`config.mk`:
```
export PLATFORM = sky130hd
export DESIGN_NAME = aopc_ctrl
export DESIGN_NICKNAME = d
export VERILOG_FILES = /design/src/aopc_pkg.sv /design/src/aopc_ctrl.sv
export SDC_FILE = /design/constraint.sdc
export NUM_CORES = 1
export LEC_CHECK = 0
export BUFFER_PORTS_ARGS = -buffer_cell sky130_fd_sc_hd__buf_2
export CAP_MARGIN = 0
export CELL_PAD_IN_SITES_DETAIL_PLACEMENT = 1
export CELL_PAD_IN_SITES_GLOBAL_PLACEMENT = 2
export CORE_MARGIN = 1
export CORE_UTILIZATION = 33
export CTS_CLUSTER_DIAMETER = 40
export DETAILED_ROUTE_END_ITERATION = 7
export PLACE_DENSITY = 0.86
export SETUP_SLACK_MARGIN = 0.1
export SYNTH_ARGS = -nofsm -noshare
export SYNTH_HDL_FRONTEND = slang
export SYNTH_SLANG_ARGS = --single-unit
```
`constraint.sdc`:
```
create_clock -name core_clk -period 2.48 [get_ports core_clk]
set_input_delay 0.248 -clock core_clk [delete_from_list [all_inputs] [get_ports core_clk]]
set_output_delay 0.248 -clock core_clk [all_outputs]
set_load 0.03 [all_outputs]
```
`src/aopc_pkg.sv`:
```
package aopc_pkg;
    // register indices as printed; byte address is four times the index
    localparam logic [7:0] AOPC_IDX_CTRL4 = 8'h1D;
    localparam logic [7:0] AOPC_IDX_CTRL5 = 8'h1E;
    localparam logic [7:0] AOPC_IDX_IRQ_STAT = 8'h20;
    localparam logic [7:0] AOPC_IDX_IRQ_MASK = 8'h21;
    // field positions, control register 4
    localparam int AOPC_B_DAC_STEP = 14;
    localparam int AOPC_B_ST_STEP = 13;
    localparam int AOPC_B_SHORT_DIS = 8;
    localparam int AOPC_B_SHORT_PD = 7;
    localparam int AOPC_B_SHORT_FLAG = 6;
    localparam int AOPC_B_POP_ACT = 5;
    localparam int AOPC_B_POP_SPEED = 4;
    localparam int AOPC_B_POP_LEN_LO = 2;
    // field positions, control register 5
    localparam int AOPC_B_DRIVER_POP_REDUCE_DISABLE = 2;
    localparam int AOPC_B_DRV_RAMP = 1;
    // writable masks and reset values
    localparam logic [15:0] AOPC_WMASK4 = 16'hFF9C;
    localparam logic [15:0] AOPC_WMASK5 = 16'hFFFE;
    localparam logic [15:0] AOPC_RST4 = 16'h0000;
    localparam logic [15:0] AOPC_RST5 = 16'h0000;
    // interrupt status bits
    localparam int AOPC_IRQ_SHORT = 0;
    localparam int AOPC_IRQ_POP_DONE = 1;
    localparam int AOPC_IRQ_W = 2;
    // ramp times
    localparam int AOPC_CLK_HZ = 100000000;
    localparam int AOPC_RAMP_SLOW_MS = 4000;
    localparam int AOPC_RAMP_FAST_MS = 800;
    localparam int AOPC_RAMP_VG_US = 1000;
    localparam longint AOPC_RAMP_SLOW_CYC = longint'(AOPC_RAMP_SLOW_MS) * (AOPC_CLK_HZ / 1000);
    localparam longint AOPC_RAMP_FAST_CYC = longint'(AOPC_RAMP_FAST_MS) * (AOPC_CLK_HZ / 1000);
    localparam longint AOPC_RAMP_VG_CYC = longint'(AOPC_RAMP_VG_US) * (AOPC_CLK_HZ / 1000000);
    // dac pop reduction: base length unit, in core clock cycles; speed and length code scale it
    localparam int AOPC_POP_US = 100;
    localparam int AOPC_POP_CYC = AOPC_POP_US * (AOPC_CLK_HZ / 1000000);
endpackage

```
`src/aopc_ctrl.sv`:
```
`timescale 1ns/100ps
// Summary of operation
// - dac gain changes soft-step when dac_gain_step_disable is 0, immediate when 1.
// - sidetone gain changes soft-step when sidetone_step_disable is 0, immediate when 1.
// - short detection runs while short_detect_disable is 0, stops when 1.
// - with short_auto_powerdown set, a detected short powers drivers down.
// - short_detected_status is read-only, 1 while a short is sensed with detection on, holds while detection is off, resets to 0.
// - dac_pop_reduce_active reads whether dac pop reduction runs; resets 0.
// - dac_pop_speed_sel 0 selects fast timing, 1 slow timing.
// - dac_pop_length_sel 00 selects long, 11 short; resets 00.
// - driver pop reduction applied while driver_pop_reduce_disable is 0, bypassed when 1.
// - ramp 0.8 s or 4 s with virtual ground down, 1 ms otherwise.
// - lowest two bits of register 4 are reserved and read-only.
module aopc_ctrl import aopc_pkg::*; #(
    parameter longint RAMP_SLOW_CYC = AOPC_RAMP_SLOW_CYC,
    parameter longint RAMP_FAST_CYC = AOPC_RAMP_FAST_CYC,
    parameter longint RAMP_VG_CYC = AOPC_RAMP_VG_CYC,
    parameter int POP_UNIT_CYC = AOPC_POP_CYC
) (
    // clock and reset
    input wire logic core_clk,
    input wire logic rstn,
    // avalon-mm slave
    input wire logic [9:0] avs_address,
    input wire logic avs_read,
    input wire logic avs_write,
    input wire logic [31:0] avs_writedata,
    input wire logic [3:0] avs_byteenable,
    output logic [31:0] avs_readdata,
    output logic avs_waitrequest,
    // analog side, asynchronous
    input wire logic short_sense,
    input wire logic virtual_ground_up,
    input wire logic dac_gain_change,
    input wire logic sidetone_gain_change,
    input wire logic dac_pop_start,
    // controls out
    output logic dac_gain_softstep,
    output logic sidetone_softstep,
    output logic driver_powerdown,
    output logic dac_pop_reduce_active,
    output logic driver_ramp_busy,
    output logic irq
);
    typedef struct packed {
        logic [15:0] ctrl4;
        logic [15:0] ctrl5;
        logic [1:0] mask;
        logic [1:0] stat;
        logic short_flag;
        logic pwdn;
        logic [31:0] ramp_cnt;
        logic ramp_busy;
        logic [31:0] pop_cnt;
        logic pop_act;
        logic [1:0] sync_s;
        logic [1:0] sync_v;
        logic [1:0] sync_p;
        logic p_d;
        logic ack;
        logic [31:0] rdata;
        logic dstep;
        logic sstep;
        logic irq;
    } aopc_state_s;

    aopc_state_s st_r;
    aopc_state_s st_nxt;
    logic [7:0] idx;
    logic short_det;
    logic pop_rise;
    logic [15:0] be16;
    logic [31:0] pop_len;
    logic [31:0] ramp_len;

    assign idx = avs_address[9:2];
    assign be16 = {{8{avs_byteenable[1]}}, {8{avs_byteenable[0]}}};
    assign short_det = st_r.sync_s[1] & ~st_r.ctrl4[AOPC_B_SHORT_DIS];
    assign pop_rise = st_r.sync_p[1] & ~st_r.p_d;

    always_comb begin
        // pop length: speed doubles, length code scales; 00 longest, 11 shortest
        pop_len = 32'(POP_UNIT_CYC) * 32'(4 - int'(st_r.ctrl4[3:2]));
        if (st_r.ctrl4[AOPC_B_POP_SPEED]) begin
            pop_len = pop_len << 1;
        end
        if (!st_r.sync_v[1]) begin
            ramp_len = st_r.ctrl5[AOPC_B_DRV_RAMP] ? 32'(RAMP_SLOW_CYC) : 32'(RAMP_FAST_CYC);
        end else begin
            ramp_len = 32'(RAMP_VG_CYC);
        end
    end

    always_comb begin
        st_nxt = st_r;
        st_nxt.sync_s = {st_r.sync_s[0], short_sense};
        st_nxt.sync_v = {st_r.sync_v[0], virtual_ground_up};
        st_nxt.sync_p = {st_r.sync_p[0], dac_pop_start};
        st_nxt.p_d = st_r.sync_p[1];
        st_nxt.ack = 1'b0;
        // gain events registered once, without the two-stage synchronizer; softstep follows the disable bit
        st_nxt.dstep = dac_gain_change & ~st_r.ctrl4[AOPC_B_DAC_STEP];
        st_nxt.sstep = sidetone_gain_change & ~st_r.ctrl4[AOPC_B_ST_STEP];
        // flag only moves while detection enabled
        if (!st_r.ctrl4[AOPC_B_SHORT_DIS]) begin
            st_nxt.short_flag = st_r.sync_s[1];
        end
        st_nxt.pwdn = short_det & st_r.ctrl4[AOPC_B_SHORT_PD];
        // dac pop reduction timer
        if (st_r.pop_act) begin
            if (st_r.pop_cnt == 32'h0000_0000) begin
                st_nxt.pop_act = 1'b0;
                st_nxt.stat[AOPC_IRQ_POP_DONE] = 1'b1;
            end else begin
                st_nxt.pop_cnt = st_r.pop_cnt - 32'h0000_0001;
            end
        end else if (pop_rise) begin
            st_nxt.pop_act = 1'b1;
            st_nxt.pop_cnt = pop_len - 32'h0000_0001;
        end
        // driver ramp, restarted on power-up after a short power-down
        if (st_r.ramp_busy) begin
            if (st_r.ramp_cnt == 32'h0000_0000) begin
                st_nxt.ramp_busy = 1'b0;
            end else begin
                st_nxt.ramp_cnt = st_r.ramp_cnt - 32'h0000_0001;
            end
        end else if (st_r.pwdn & ~st_nxt.pwdn & ~st_r.ctrl5[AOPC_B_DRIVER_POP_REDUCE_DISABLE]) begin
            st_nxt.ramp_busy = 1'b1;
            st_nxt.ramp_cnt = ramp_len - 32'h0000_0001;
        end
        if (st_r.ctrl5[AOPC_B_DRIVER_POP_REDUCE_DISABLE]) begin
            st_nxt.ramp_busy = 1'b0;
        end
        // bus: one wait cycle, then ack; read data latched in the wait cycle
        if ((avs_read | avs_write) & ~st_r.ack) begin
            st_nxt.ack = 1'b1;
            st_nxt.rdata = 32'h0000_0000;
            if (avs_read) begin
                case (idx)
                    AOPC_IDX_CTRL4: begin
                        st_nxt.rdata = {16'h0000, st_r.ctrl4[15:7], st_r.short_flag, st_r.pop_act,
                            st_r.ctrl4[4:2], 2'b00};
                    end
                    AOPC_IDX_CTRL5: begin
                        st_nxt.rdata = {16'h0000, st_r.ctrl5[15:1], 1'b0};
                    end
                    AOPC_IDX_IRQ_STAT: begin
                        st_nxt.rdata = {30'h0000_0000, st_r.stat};
                        st_nxt.stat = 2'b00;
                    end
                    AOPC_IDX_IRQ_MASK: begin
                        st_nxt.rdata = {30'h0000_0000, st_r.mask};
                    end
                    default: begin
                    end
                endcase
            end
        end
        // write lands only at the edge that sees waitrequest low
        if (avs_write & st_r.ack) begin
            case (idx)
                    AOPC_IDX_CTRL4: begin
                        st_nxt.ctrl4 = (st_r.ctrl4 & ~(AOPC_WMASK4 & be16))
                            | (avs_writedata[15:0] & AOPC_WMASK4 & be16);
                    end
                    AOPC_IDX_CTRL5: begin
                        st_nxt.ctrl5 = (st_r.ctrl5 & ~(AOPC_WMASK5 & be16))
                            | (avs_writedata[15:0] & AOPC_WMASK5 & be16);
                    end
                    AOPC_IDX_IRQ_MASK: begin
                        if (avs_byteenable[0]) begin
                            st_nxt.mask = avs_writedata[1:0];
                        end
                    end
                    default: begin
                    end
            endcase
        end
        // events set after clear so set wins
        if (short_det & ~st_r.short_flag) begin
            st_nxt.stat[AOPC_IRQ_SHORT] = 1'b1;
        end
        if (st_r.pop_act && st_r.pop_cnt == 32'h0000_0000) begin
            st_nxt.stat[AOPC_IRQ_POP_DONE] = 1'b1;
        end
        st_nxt.irq = |(st_nxt.stat & st_nxt.mask);
    end

    always_ff @(posedge core_clk or negedge rstn) begin
        if (!rstn) begin
            st_r <= '0;
            st_r.ctrl4 <= AOPC_RST4;
            st_r.ctrl5 <= AOPC_RST5;
        end else begin
            st_r <= st_nxt;
        end
    end

    assign avs_readdata = st_r.rdata;
    assign avs_waitrequest = (avs_read | avs_write) & ~st_r.ack;
    assign dac_gain_softstep = st_r.dstep;
    assign sidetone_softstep = st_r.sstep;
    assign driver_powerdown = st_r.pwdn;
    assign dac_pop_reduce_active = st_r.pop_act;
    assign driver_ramp_busy = st_r.ramp_busy;
    assign irq = st_r.irq;
endmodule

```
After elaboration in Yosys (flattened, before gate mapping)
Cells that the tools add are included.
{"block": "word_totals", "wordCells": 94, "inputBits": 55, "regBits": 147, "output_inout_bits": 39}
{"block": "classes", "n_eq_ne": 6, "muxes": 25, "add_sub_neg": 5, "reduce_logical": 10, "multipliers": 1, "bitwise_logic": 28}
{"cell": "33-bit 2-to-1 mux", "n": 5}
{"cell": "32-bit by 1-bit subtractor with 32-bit output (second input constant)", "n": 3}
{"cell": "16-bit bitwise AND", "n": 4}
{"cell": "32-bit zero test", "n": 2}
{"cell": "32-bit 2-to-1 mux", "n": 2}
{"cell": "16-bit case mux with 4 select lines", "n": 1}
{"cell": "29-bit 2-to-1 mux", "n": 2}
{"cell": "16-bit NOT", "n": 2}
{"cell": "16-bit OR", "n": 2}
{"cell": "20-bit by 2-bit subtractor with 21-bit output (second input constant)", "n": 1}
{"cell": "19-bit 2-to-1 mux", "n": 1}
{"cell": "8-bit by 5-bit == test with 1-bit output (second input constant)", "n": 2}
{"cell": "8-bit by 6-bit == test with 1-bit output (second input constant)", "n": 2}
{"cell": "16-bit 2-to-1 mux", "n": 1}
{"cell": "11-bit by 4-bit multiplier with 15-bit output (first input constant)", "n": 1}
{"cell": "2-bit 2-to-1 mux", "n": 6}
{"cell": "1-bit bitwise AND", "n": 10}
{"cell": "1-bit NOT", "n": 8}
{"cell": "2-bit AND reduction", "n": 4}
{"cell": "1-bit 2-to-1 mux", "n": 7}
{"cell": "2-bit inequality test (second input constant)", "n": 2}
{"cell": "2-bit nonzero test", "n": 2}
{"cell": "3-bit by 2-bit subtractor with 4-bit output (first input constant)", "n": 1}
{"cell": "2-bit bitwise AND", "n": 1}
{"cell": "other kinds (3)", "n": 3}

Longest topological paths before layout
Gate-level depths: netlist of run 1.
{"block": "logic_depth", "depth_word": 9, "depth_mapped": 11, "mapped_depth_nobuf": 9}

Worst setup path before layout of run 1
Ideal clock, no wire load.
{"block": "synth_path", "kind": "reg-to-reg", "startpoint": "reg st_r[60] (netlist name)", "endpoint": "reg st_r[63] (netlist name)", "t_arrival_ns": 2.373, "stages_incl_launch_ff": 8, "setup_ns": 0.124, "path_slack_ns": -0.017, "required_ns": 2.356, "n_path_buf": 2, "period_less_slack_ns": 2.497, "path_cell_list": "dfrtp_1 -> or4_1 -> buf_2 -> or4_4 -> o31a_1 -> buf_6 -> and3_1 -> a211o_1"}
{"block": "synth_between", "elab_chain_cells": 3, "elab_cells_between_ends": 6, "cone_classes": "add/sub (1); eq/ne (1); mux (2); reduce/logical (2)"}
{"item": "start: declaration", "line_no": "aopc_ctrl.sv:67", "source": "aopc_state_s st_r;"}
{"item": "start signal: assignment", "line_no": "aopc_ctrl.sv:196", "source": "st_r <= st_nxt;"}
{"item": "32-bit by 1-bit subtractor with 32-bit output or 32-bit zero test (tied branches)", "line_no": "aopc_ctrl.sv:115, aopc_ctrl.sv:111"}
{"item": "32-bit 2-to-1 mux or 2-bit inequality test (tied branches)"}
{"item": "33-bit 2-to-1 mux or 2-bit AND reduction (tied branches)"}
Several ways; a longest one is shown, not always the timed one. The select of a mux whose other input is x is not followed.
A chain may end at the register's enable or synchronous reset.

Worst setup path after layout of run 1
{"block": "layout_path", "startpoint": "reg st_r[62] (netlist name)", "endpoint": "reg st_r[49] (netlist name)"}
{"block": "layout_between", "elab_chain_cells": 3}
{"item": "32-bit zero test", "line_no": "aopc_ctrl.sv:111", "source": "if (st_r.pop_cnt == 32'h0000_0000) begin"}
{"item": "2-bit inequality test (no source line)"}
{"item": "2-bit AND reduction (no source line)"}
Every way passes these cells.

==> results.txt, run 1 <==
synth top area cells: dfrtp_1, mux2_2, buf_4
Setup crit end kind: flop
Post-synth EDFFs: 0
Top FF cell, synth: dfrtp_1
share of Yosys cell area claimed by the top area cell type: 47.18%
clock sink count: 126
Clock Latency Late Sink: 0.43 ns
Hold EP: dac_gain_softstep$_DFF_PN0_
max cap viols: 0
vias post-DR: 5,808
first-pass GRT wire length: 32,090 um
Reg-to-Reg Start: st_r[62]$_DFFE_PN0P_
Pleak: 3.804 nW
Sequential Power Share: 33.6%
R2R Setup Slk: -0.05 ns
Num CTS Buffers: 17
clock skew: 0.01214 ns
Synth Warn #: 0
worst path cell trace: or4_4 > or4_4 > o31ai_4 > buf_4 > buf_6 > buf_16 > o211ai_1 > o311ai_1
Worst Hold Launch: dac_gain_change
Layout area overhead: 26.68%
Final min period: 2.531 ns
WP buf/inv: 3
H-tree depth: 4
clock network power share: 29.7%
R2R depth: 8
register area: 3153 um2
clock buffer depth: 2
commonest non-fill, non-tap cell in the layout: dfrtp_1
cell-internal power: 0.005249 W
vias in the first global route: 6,133
# IOs: 94
Initial Util: 34.00%
Die Y: 144.3 um
total gr overflow: 0
min setup slack post-route: -0.05137 ns
Die ar.: 20,820 um2
core area: 19,650 um2
final core occ: 43.07%
max incr delay on CP: 0.58 ns
Routed Wire Length: 20,230 um
Worst-path clk slew: 0.06 ns
post-DP HPWL: 13,770 um
Tightest Pin Transition: 0.5637 ns
HP Class: input port to flop
Logic pwr share: 36.7%
cell family with most CP delay: simple AND/OR/NAND/NOR gates
status: finished, violations left
vias per cell: 5.590
DR pass1 iterations: 4
Crit path required time: 2.79 ns
synthesized cell area: 6683 um2
antenna violations before repair: 1
ys async rst share: 100.0%
Seq cells post-synth: 126
max-slew violations: 0
Slowest-stage cell, CP: or4_4
Sw Share: 36.60%
Hold WS: 0.05813 ns
Seq/Total Area, Yosys: 47.18%
critical setup path kind: flop to flop
Yosys top cell by area: dfrtp_1
I/O Buffers: 57
RSZ-0062 raised after global routing: true
setup violators final: 1
ANT cells: 0
Cells after Synth: 665
max_slew headroom: 62.02%
failing checks: setup timing
CP Launch Type: flop
Max VDD drop: 0.0004619 V
PwrDens: 978.0 nW/um2
final hold vios: 0
Remaining DRCs: 0
row cnt: 51
footprint of the multi-input gates: 3338 um2
highest-count cells in the layout ignoring fill and taps: dfrtp_1, buf_4, buf_2, nand2_1
width of the chip: 144.3 um
largest net degree at the start of global routing: 50
Syn Area/Cell: 10.05 um2
Fmax: 395.0 MHz
Avg WL per Cell: 19.47 um
layout cell share with drive strength beyond 1: 30.49%
Psw: 0.003031 W
gp weighted congestion: 0.8393
Reg2Reg Capture Point: st_r[49]$_DFFE_PN0P_
part of the cycle the worst path needs: 102.1%
GRT Util Overall: 20.05%
number of library cell types mapped by synthesis: 70
Layout Nets: 826
CP max FO: 5
Layout fillers: 2,235
Worst Path Arrival: 2.84 ns
root buffer cell: clkbuf_16
cell count of the worst hold path: 2
Post-DRT Antenna Nets: 0
TritonCTS clock tree: yes
most used cell, CP: or4_4
First DRT Iteration DRCs: 310
power by group through the flow:
| stage | Combinational, W | Sequential [W] | Clock [W] |
|---|---|---|---|
| floorplan | 0.00158 | 0.00268 | 0 |
| CTS | 0.00275 | 0.00273 | 0.00249 |
| detailed placement | 0.00246 | 0.00275 | 0 |
| global placement | 0.00233 | 0.00271 | 0 |
| finish | 0.00304 | 0.00278 | 0.00246 |
| global route | 0.00332 | 0.00282 | 0.00256 |
cells in the mapped netlist, types with 5 or more instances:
| cell | n |
|---|---|
| a21oi_1 | 24 |
| a211oi_1 | 8 |
| inv_1 | 23 |
| nand4_1 | 5 |
| o31a_1 | 7 |
| o21ai_0 | 29 |
| o22ai_1 | 5 |
| o311ai_0 | 6 |
| nor2_1 | 31 |
| nor3_1 | 20 |
| a31oi_1 | 10 |
| nand3_1 | 23 |
| mux2_2 | 31 |
| and3_1 | 7 |
| dfrtp_1 | 126 |
| or3_1 | 15 |
| and4_1 | 5 |
| buf_4 | 35 |
| or4_1 | 16 |
| o41ai_1 | 5 |
| nor4_1 | 16 |
| o31ai_1 | 7 |
| mux2i_1 | 12 |
| nand2_1 | 47 |
| ha_1 | 9 |
| a22oi_1 | 15 |
| clkbuf_1 | 27 |
| o211ai_1 | 17 |
worst register-to-register path: stages (launching register included):
cell,delay [ns]
dfrtp_1,0.38
or4_4,0.58
or4_4,0.53
o31ai_4,0.26
buf_4,0.17
buf_6,0.10
buf_16,0.11
o211ai_1,0.13
o311ai_1,0.15
cells by family (layout without fill, tap and decap cells):
kind of cell,count (synthesis),count (layout),synth area share [%]
buffers and inverters,91,185,7.358
flip-flops,126,126,47.18
adder cells (fa/ha/maj),9,9,1.685
AND/OR/NAND/NOR,221,221,18.37
other,1,16,0.05612
XOR/XNOR,5,5,0.6554
AO/OA/AOI/OAI,169,169,17.67
multiplexers,43,43,7.021
metal layers:
metal,share of wire [%],GRT usage [%],vias up
met5,0.064,0,-
li1,-,-,2647
met2,51,33.81,102
met1,44,25.19,3021
met4,1.9,6.316,2
met3,3.0,4.834,36
final cells by class:
cell class,count,area share (%)
clock buffer,20,5.395
clock inverter,11,1.389
inverter,23,1.020
multi-input combinational,463,39.43
sequential,126,37.24
tap,265,3.917
timing repair buffer,131,11.60
repair_timing:
action / 4_1_cts / 5_1_grt
pin swaps: 8 / 16
hold buffers: 4 / 0
setup endpoints to repair: 40 / 49
buffers inserted: 10 / 7
resized for setup: 18 / 35
cloned: 2 / 1
hold endpoints to repair: 34 / 0
worst max-delay path by stage:
stage	from	end	slack (ns)	cells past startpoint
final	st_r[62]$_DFFE_PN0P_	st_r[49]$_DFFE_PN0P_	-0.05	8
after global routing	st_r[62]$_DFFE_PN0P_	st_r[49]$_DFFE_PN0P_	-0.11	8
after CTS	st_r[58]$_DFFE_PN0P_	st_r[75]$_DFFE_PN0P_	0.05	7
after detailed placement	st_r[61]$_DFFE_PN0P_	st_r[70]$_DFFE_PN0P_	-0.06	6
after global placement	st_r[61]$_DFFE_PN0P_	st_r[63]$_DFFE_PN0P_	-0.004	6
after floorplan	st_r[60]$_DFFE_PN0P_	st_r[63]$_DFFE_PN0P_	0.01	7
per-stage QoR:
step	total power (W)	cell area [um2]	instances	worst slack (ns)	TNS [ns]
after floorplan	0.004260	6769	680	0.01387	0
after global placement	0.005037	7376	984	-0.003960	-0.003960
after detailed placement	0.005215	7376	984	-0.05790	-0.1395
after CTS	0.007968	8209	1031	0.04670	0
after global routing	0.008711	8466	1039	-0.1065	-0.5047
final	0.008280	8466	1039	-0.05137	-0.05137
No activity file was read; power rests on OpenSTA's default activity.
==> run 2, diff against run 1 <==
--- a/config.mk
+++ b/config.mk
@@ -13,6 +13,7 @@
 export CORE_UTILIZATION = 33
 export CTS_CLUSTER_DIAMETER = 40
 export DETAILED_ROUTE_END_ITERATION = 7
+export HOLD_SLACK_MARGIN = 0.12
 export PLACE_DENSITY = 0.86
 export SETUP_SLACK_MARGIN = 0.1
 export SYNTH_ARGS = -nofsm -noshare
==> run 2 against run 1 <==
  * The flow still finishes with violations (setup timing)
  * Clock power is essentially flat
  * Non-clock buffer count increased by 14
  * First-iteration DRC count fell by 3.2%
  * Setup slack improved by 0.024 ns
  * Final cell count grew 1.4%
==> results.txt, run 2 (same netlist as run 1, synthesis figures left out) <==
Logic pwr share: 36.7% (about the same)
setup violators final: 1 (unchanged)
RSZ-0062 raised after global routing: true
Psw: 0.003045 W (+0.47%)
Layout Nets: 840 (+1.7%)
Crit path required time: 2.79 ns (about the same)
post-DP HPWL: 13,770 um (unchanged)
part of the cycle the worst path needs: 101.1% (-0.98 points)
clock network power share: 29.8% (about the same)
Die Y: 144.3 um (unchanged)
Layout fillers: 2,219 (-0.72%)
vias per cell: 5.575 (-0.27%)
max cap viols: 0 (unchanged)
largest net degree at the start of global routing: 50 (unchanged)
Final min period: 2.507 ns (-0.02429 ns)
H-tree depth: 4 (unchanged)
vias post-DR: 5,876 (+1.2%)
DR WL met2: 10,750 um (+3.7%)
total gr overflow: 0 (unchanged)
PwrDens: 961.6 nW/um2 (-1.7%)
CP Launch Type: flop
Layout area overhead: 28.96%
Sequential Power Share: 33.5% (about the same)
TritonCTS clock tree: yes
status: finished, violations left
core area: 19,650 um2 (unchanged)
clock sink count: 126 (unchanged)
layout cell share with drive strength beyond 1: 29.44% (-1.0 points)
Pleak: 3.863 nW (+1.5%)
failing checks: setup timing
antenna violations before repair: 1 (unchanged)
Die ar.: 20,820 um2 (unchanged)
Routed Wire Length: 20,740 um (+2.5%)
row cnt: 51 (unchanged)
Num CTS Buffers: 17 (unchanged)
max-slew violations: 0 (unchanged)
# IOs: 94 (unchanged)
Sw Share: 36.74% (+0.14 points)
Clock Latency Late Sink: 0.42 ns (about the same)
min setup slack post-route: -0.02708 ns (+0.02429 ns)
Tightest Pin Transition: 0.5622 ns (-0.001483 ns)
vias in the first global route: 6,267 (+2.2%)
wl on met1: 9014 um (+1.7%)
max_slew headroom: 62.52% (+0.50 points)
Hold WS: 0.2617 ns (+0.2036 ns)
critical setup path kind: flop to flop
clock buffer depth: 2 (unchanged)
GRT Util Overall: 20.59% (+0.53 points)
Initial Util: 34.00% (unchanged)
Fmax: 398.9 MHz (+0.97%)
DR pass1 iterations: 5 (+1)
Setup crit end kind: flop
Post-DRT Antenna Nets: 0 (unchanged)
final hold vios: 0 (unchanged)
Max VDD drop: 0.0004552 V (-1.4%)
First DRT Iteration DRCs: 300 (-3.2%)
root buffer cell: clkbuf_16
register area: 3153 um2 (unchanged)
Highest Signal Layer: met4
I/O Buffers: 57 (unchanged)
cell-internal power: 0.005242 W (-0.13%)
commonest non-fill, non-tap cell in the layout: dfrtp_1
Overall Power: 0.008287 W (about the same)
clock skew: 0.007383 ns (-0.004757 ns)
Remaining DRCs: 0 (unchanged)
Avg WL per Cell: 19.68 um (+1.1%)
first-pass GRT wire length: 32,860 um (+2.4%)
footprint of the multi-input gates: 3338 um2 (unchanged)
Worst-path clk slew: 0.06 ns (about the same)
HP Class: input port to flop
CP max FO: 5 (unchanged)
width of the chip: 144.3 um (unchanged)
gp weighted congestion: 0.8393 (unchanged)
highest-count cells in the layout ignoring fill and taps: dfrtp_1, buf_2, buf_4, nand2_1
met3 WL: 615 um (+2.2%)
Worst Path Arrival: 2.81 ns (-0.03 ns)
run 2: cell types whose count changed in the layout (fill, tap and decap cells not counted):
cell           change
diode_2            +1
buf_4              -4
dlygate4sd3_1     +18
run 2: stage by stage:
step | worst slack (ns) | cells | utilization, % | setup TNS, ns | cell area, um2
2_1_floorplan | 0.01387 | 680 | - | 0 | 6769
3_3_place_gp | -0.003960 | 984 | 37.53 | -0.003960 | 7376
3_5_place_dp | -0.05790 | 984 | 37.53 | -0.1395 | 7376
4_1_cts | 0.04670 | 1049 | 42.69 | 0 | 8389
5_1_grt | -0.08706 | 1054 | 43.85 | -0.4732 | 8618
6_report | -0.02708 | 1054 | 43.85 | -0.02708 | 8618
run 2: area by class of cell:
class	instances	area share (%)
flip-flops and latches	126	36.59
inverters	23	1.002
clock inverters	11	1.365
well taps	265	3.847
repair buffers	145	13.14
multi-input cells	463	38.73
diodes	1	0.02904
clock buffers	20	5.299
run 2: metal layers:
metal,vias up,track usage [%]
met4,0,6.537
met1,3049,25.48
met3,32,4.901
met5,-,0
li1,2674,-
met2,121,35.17
run 2: timing repair:
action                                 CTS  global route
endpoints found under the hold margin   65             0
setup endpoints to repair               40            49
pin swaps                                8            17
setup buffers                           10             3
resized for setup                       18            35
hold buffers                            22             0
cloned                                   2             1
run 2: worst paths after layout:
path | startpoint | to | slack (ns) | depth (start not counted)
setup / recovery | st_r[62]$_DFFE_PN0P_ | st_r[49]$_DFFE_PN0P_ | -0.03 | 8
hold / removal | avs_read | st_r[35]$_DFF_PN0_ | 0.26 | 3
setup reg to reg | st_r[62]$_DFFE_PN0P_ | st_r[49]$_DFFE_PN0P_ | -0.03 | 8
hold reg to reg | st_nxt[40]$_DFF_PN0_ | st_r[40]$_DFF_PN0_ | 0.35 | 0
max in group asynchronous | rstn | st_nxt[36]$_DFF_PN0_ | 1.44 | 3
min in group asynchronous | rstn | st_r[81]$_DFFE_PN0P_ | 0.33 | 2
run 2: power by group through the flow:
stage | sequential (W) | combinational (W) | clock (W)
CTS | 0.00273 | 0.00277 | 0.00249
finish | 0.00278 | 0.00304 | 0.00247
global route | 0.00282 | 0.00331 | 0.00258
detailed placement | 0.00275 | 0.00246 | 0
global placement | 0.00271 | 0.00233 | 0
floorplan | 0.00268 | 0.00158 | 0
run 2: critical path, stage by stage, from the launching register on:
cell      delay, ns
dfrtp_1        0.38
or4_4          0.58
or4_4          0.53
o31ai_4        0.25
buf_4          0.17
buf_6          0.10
buf_16         0.11
o211ai_1       0.11
o311ai_1       0.15
==> run 3, diff against run 2 <==
--- a/config.mk
+++ b/config.mk
@@ -5,16 +5,17 @@
 export SDC_FILE = /design/constraint.sdc
 export NUM_CORES = 1
 export LEC_CHECK = 0
+export ABC_AREA = 1
 export BUFFER_PORTS_ARGS = -buffer_cell sky130_fd_sc_hd__buf_2
 export CAP_MARGIN = 0
 export CELL_PAD_IN_SITES_DETAIL_PLACEMENT = 1
 export CELL_PAD_IN_SITES_GLOBAL_PLACEMENT = 2
 export CORE_MARGIN = 1
-export CORE_UTILIZATION = 33
+export CORE_UTILIZATION = 30
 export CTS_CLUSTER_DIAMETER = 40
 export DETAILED_ROUTE_END_ITERATION = 7
 export HOLD_SLACK_MARGIN = 0.12
-export PLACE_DENSITY = 0.86
+export PLACE_DENSITY = 0.87
 export SETUP_SLACK_MARGIN = 0.1
 export SYNTH_ARGS = -nofsm -noshare
 export SYNTH_HDL_FRONTEND = slang
==> run 3 against run 2 <==
  * Worst hold slack got worse by 0.13 ns
  * Utilization decreased by 7.7 points
  * The run now ends clean
  * Register-to-register slack improved by 0.40 ns
  * Power increased by 4.2%
  * Critical path type unchanged
  * Die area increased by 24%
==> results.txt, run 3 <==
Die Y: 160.7 um (+11%)
Hold WS: 0.1342 ns (-0.1275 ns)
share of Yosys cell area claimed by the top area cell type: 41.73% (-5.5 points)
clock skew: 0.01465 ns (+0.007267 ns)
max cap viols: 0 (unchanged)
PwrDens: 973.4 nW/um2 (+1.2%)
cell family with most CP delay: adder cells
final hold vios: 0 (unchanged)
Top FF cell, synth: dfrtp_1
Num CTS Buffers: 17 (unchanged)
Seq cells post-synth: 126 (unchanged)
status: finished, final reports clean
Routed Wire Length: 21,980 um (+6.0%)
Worst Hold Launch: avs_writedata[3]
Yosys top cell by area: dfrtp_1
most used cell, CP: nand2_1
ANT cells: 0 (-1)
Worst Path Arrival: 2.47 ns (-0.34 ns)
largest net degree at the start of global routing: 70 (+40%)
synth top area cells: dfrtp_1, nand2_1, nor2_1
ys async rst share: 100.0% (unchanged)
Avg WL per Cell: 14.84 um (-25%)
worst path cell trace: inv_1 > ha_1 > nand2_1 > inv_1 > ha_1 > inv_1 > o21bai_1 > nand3_1 > nand2_1 > nand2_1 > nand2_1
layout cell share with drive strength beyond 1: 11.93% (-18 points)
Setup TNS: 0 ns (+0.02708 ns)
Remaining DRCs: 0 (unchanged)
CP max FO: 8 (+3)
Reg2Reg Capture Point: st_r[61]$_DFFE_PN0P_
Initial Util: 30.80% (-3.2 points)
Layout area overhead: 17.40%
Slowest-stage cell, CP: dfrtp_1
cell count of the worst hold path: 3 (unchanged)
Post-DRT Antenna Nets: 0 (unchanged)
post-DP HPWL: 16,110 um (+17%)
vias per cell: 4.706 (-16%)
width of the chip: 160.7 um (+11%)
Crit path required time: 2.84 ns (+0.05 ns)
Worst-path clk slew: 0.07 ns (about the same)
number of library cell types mapped by synthesis: 38 (-46%)
Max VDD drop: 0.0004010 V (-12%)
R2R Setup Slk: 0.38 ns (+0.40 ns)
clock sink count: 126 (unchanged)
vias in the first global route: 7,250 (+16%)
setup violators final: 0 (-1)
DR pass1 iterations: 4 (-1)
H-tree depth: 4 (unchanged)
I/O Buffers: 57 (unchanged)
Pleak: 4.702 nW (+22%)
HP Class: input port to flop
gp weighted congestion: 0.8343 (-0.60%)
Die ar.: 25,830 um2 (+24%)
First DRT Iteration DRCs: 334 (+11%)
row cnt: 57 (+12%)
Setup crit end kind: flop
total gr overflow: 0 (unchanged)
clock buffer depth: 2 (unchanged)
max incr delay on CP: 0.46 ns (-0.12 ns)
core area: 24,530 um2 (+25%)
max-slew violations: 0 (unchanged)
antenna violations before repair: 0 (-1)
Syn Area/Cell: 7.042 um2 (-30%)
highest-count cells in the layout ignoring fill and taps: nand2_1, nor2_1, dfrtp_1, nand3_1, inv_1
first-pass GRT wire length: 36,890 um (+12%)
Synth Warn #: 0 (unchanged)
# IOs: 94 (unchanged)
max_slew headroom: 63.17% (+0.65 points)
vias post-DR: 6,969 (+19%)
Fmax: 475.2 MHz (+19%)
root buffer cell: clkbuf_16
commonest non-fill, non-tap cell in the layout: nand2_1
Tightest Pin Transition: 0.5509 ns (-0.01127 ns)
most numerous cell in the Yosys netlist: nand2_1
RSZ-0062 raised after global routing: false
WP buf/inv: 3 (unchanged)
critical setup path kind: flop to flop
synthesized cell area: 7556 um2 (+13%)
part of the cycle the worst path needs: 84.85% (-16 points)
Clock Latency Late Sink: 0.43 ns (about the same)
TritonCTS clock tree: yes
Seq/Total Area, Yosys: 41.73% (-5.5 points)
Post-synth EDFFs: 0 (unchanged)
Final min period: 2.104 ns (-0.4028 ns)
GRT Util Overall: 17.95% (-2.6 points)
Synth top cells by count: nand2_1, nor2_1, dfrtp_1
R2R depth: 11 (+3)
CP Launch Type: flop
Cells after Synth: 1,073 (+61%)
Layout Nets: 1,208 (+44%)
==> run 3: changes by cell type after synthesis, sizes merged, moves of 18 or more <==
cell   change
nor4      -18
nand3     +86
o21ai     +55
nor2     +129
nand2    +303
mux2      -31
inv       +75
==> run 3: area by class of cell <==
cell class,instances,area (um2)
clock buffers,17,425.4
inverters,98,372.9
well taps,324,405.4
flip-flops and latches,126,3153
multi-input cells,805,3679
repair buffers,96,646.9
fillers,3124,15660
clock inverters,15,188.9
==> run 3: layer usage <==
layer | vias to the layer above | global-route usage [%] | part of all wire [%] | wire length, um
li1 | 3502 | - | - | -
met5 | - | 0 | 0 | 0
met4 | 0 | 4.202 | 0.70 | 153
met1 | 3366 | 23.90 | 49 | 10830
met3 | 11 | 3.332 | 2.4 | 530
met2 | 90 | 30.07 | 48 | 10470
==> run 3: logic make-up after synthesis <==
| family | Yosys count | synth area share (%) |
|---|---|---|
| AND/OR/NAND/NOR | 638 | 35.24 |
| AO/OA/AOI/OAI | 118 | 8.379 |
| buffers and inverters | 157 | 10.33 |
| adder cells (fa/ha/maj) | 9 | 1.490 |
| other | 1 | 0.04963 |
| XOR/XNOR | 24 | 2.782 |
| flip-flops | 126 | 41.73 |
==> run 3: worst max-delay path by stage <==
| stage | from | to | depth (start not counted) |
|---|---|---|---|
| 2_1_floorplan | flop | st_r[60]$_DFFE_PN0P_ | 11 |
| 3_3_place_gp | flop | st_r[61]$_DFFE_PN0P_ | 11 |
| 3_5_place_dp | st_r[52]$_DFFE_PN0P_ | st_r[69]$_DFFE_PN0P_ | 10 |
| 4_1_cts | flop | st_r[61]$_DFFE_PN0P_ | 11 |
| 5_1_grt | st_r[54]$_DFFE_PN0P_ | st_r[66]$_DFFE_PN0P_ | 10 |
| 6_report | flop | st_r[61]$_DFFE_PN0P_ | 11 |
==> run 3: stage by stage <==
| stage | utilization (%) | instance area (um2) | std cells | worst slack (ns) | total power [W] |
|---|---|---|---|---|---|
| 2_1_floorplan | - | 7612 | 1088 | 0.6567 | 0.005202 |
| 3_3_place_gp | 32.84 | 8056 | 1429 | 0.3999 | 0.006003 |
| 3_5_place_dp | 32.84 | 8056 | 1429 | 0.3863 | 0.006069 |
| 4_1_cts | 36.16 | 8871 | 1481 | 0.3578 | 0.008734 |
| 5_1_grt | 36.16 | 8871 | 1481 | 0.1486 | 0.009346 |
| 6_report | 36.16 | 8871 | 1481 | 0.3757 | 0.008635 |
==> run 3: worst register-to-register path, cell delays in order (launching register included) <==
cell      delay, ns
dfrtp_1        0.46
inv_1          0.18
ha_1           0.37
nand2_1        0.11
inv_1          0.05
ha_1           0.28
inv_1          0.05
o21bai_1       0.18
nand3_1        0.13
nand2_1        0.10
nand2_1        0.05
nand2_1        0.07
==> run 3: repair_timing <==
action,4_1_cts,5_1_grt
resized for setup,0,0
hold endpoints to repair,97,0
endpoints found under the setup margin,0,0
hold buffers,20,0
buffers inserted,0,0
==> run 3: where the power goes <==
part           switching (W)  total (W)  internal, W
Clock                0.00120    0.00258      0.00137
Combinational        0.00227    0.00339      0.00112
Sequential          0.000324    0.00267      0.00235
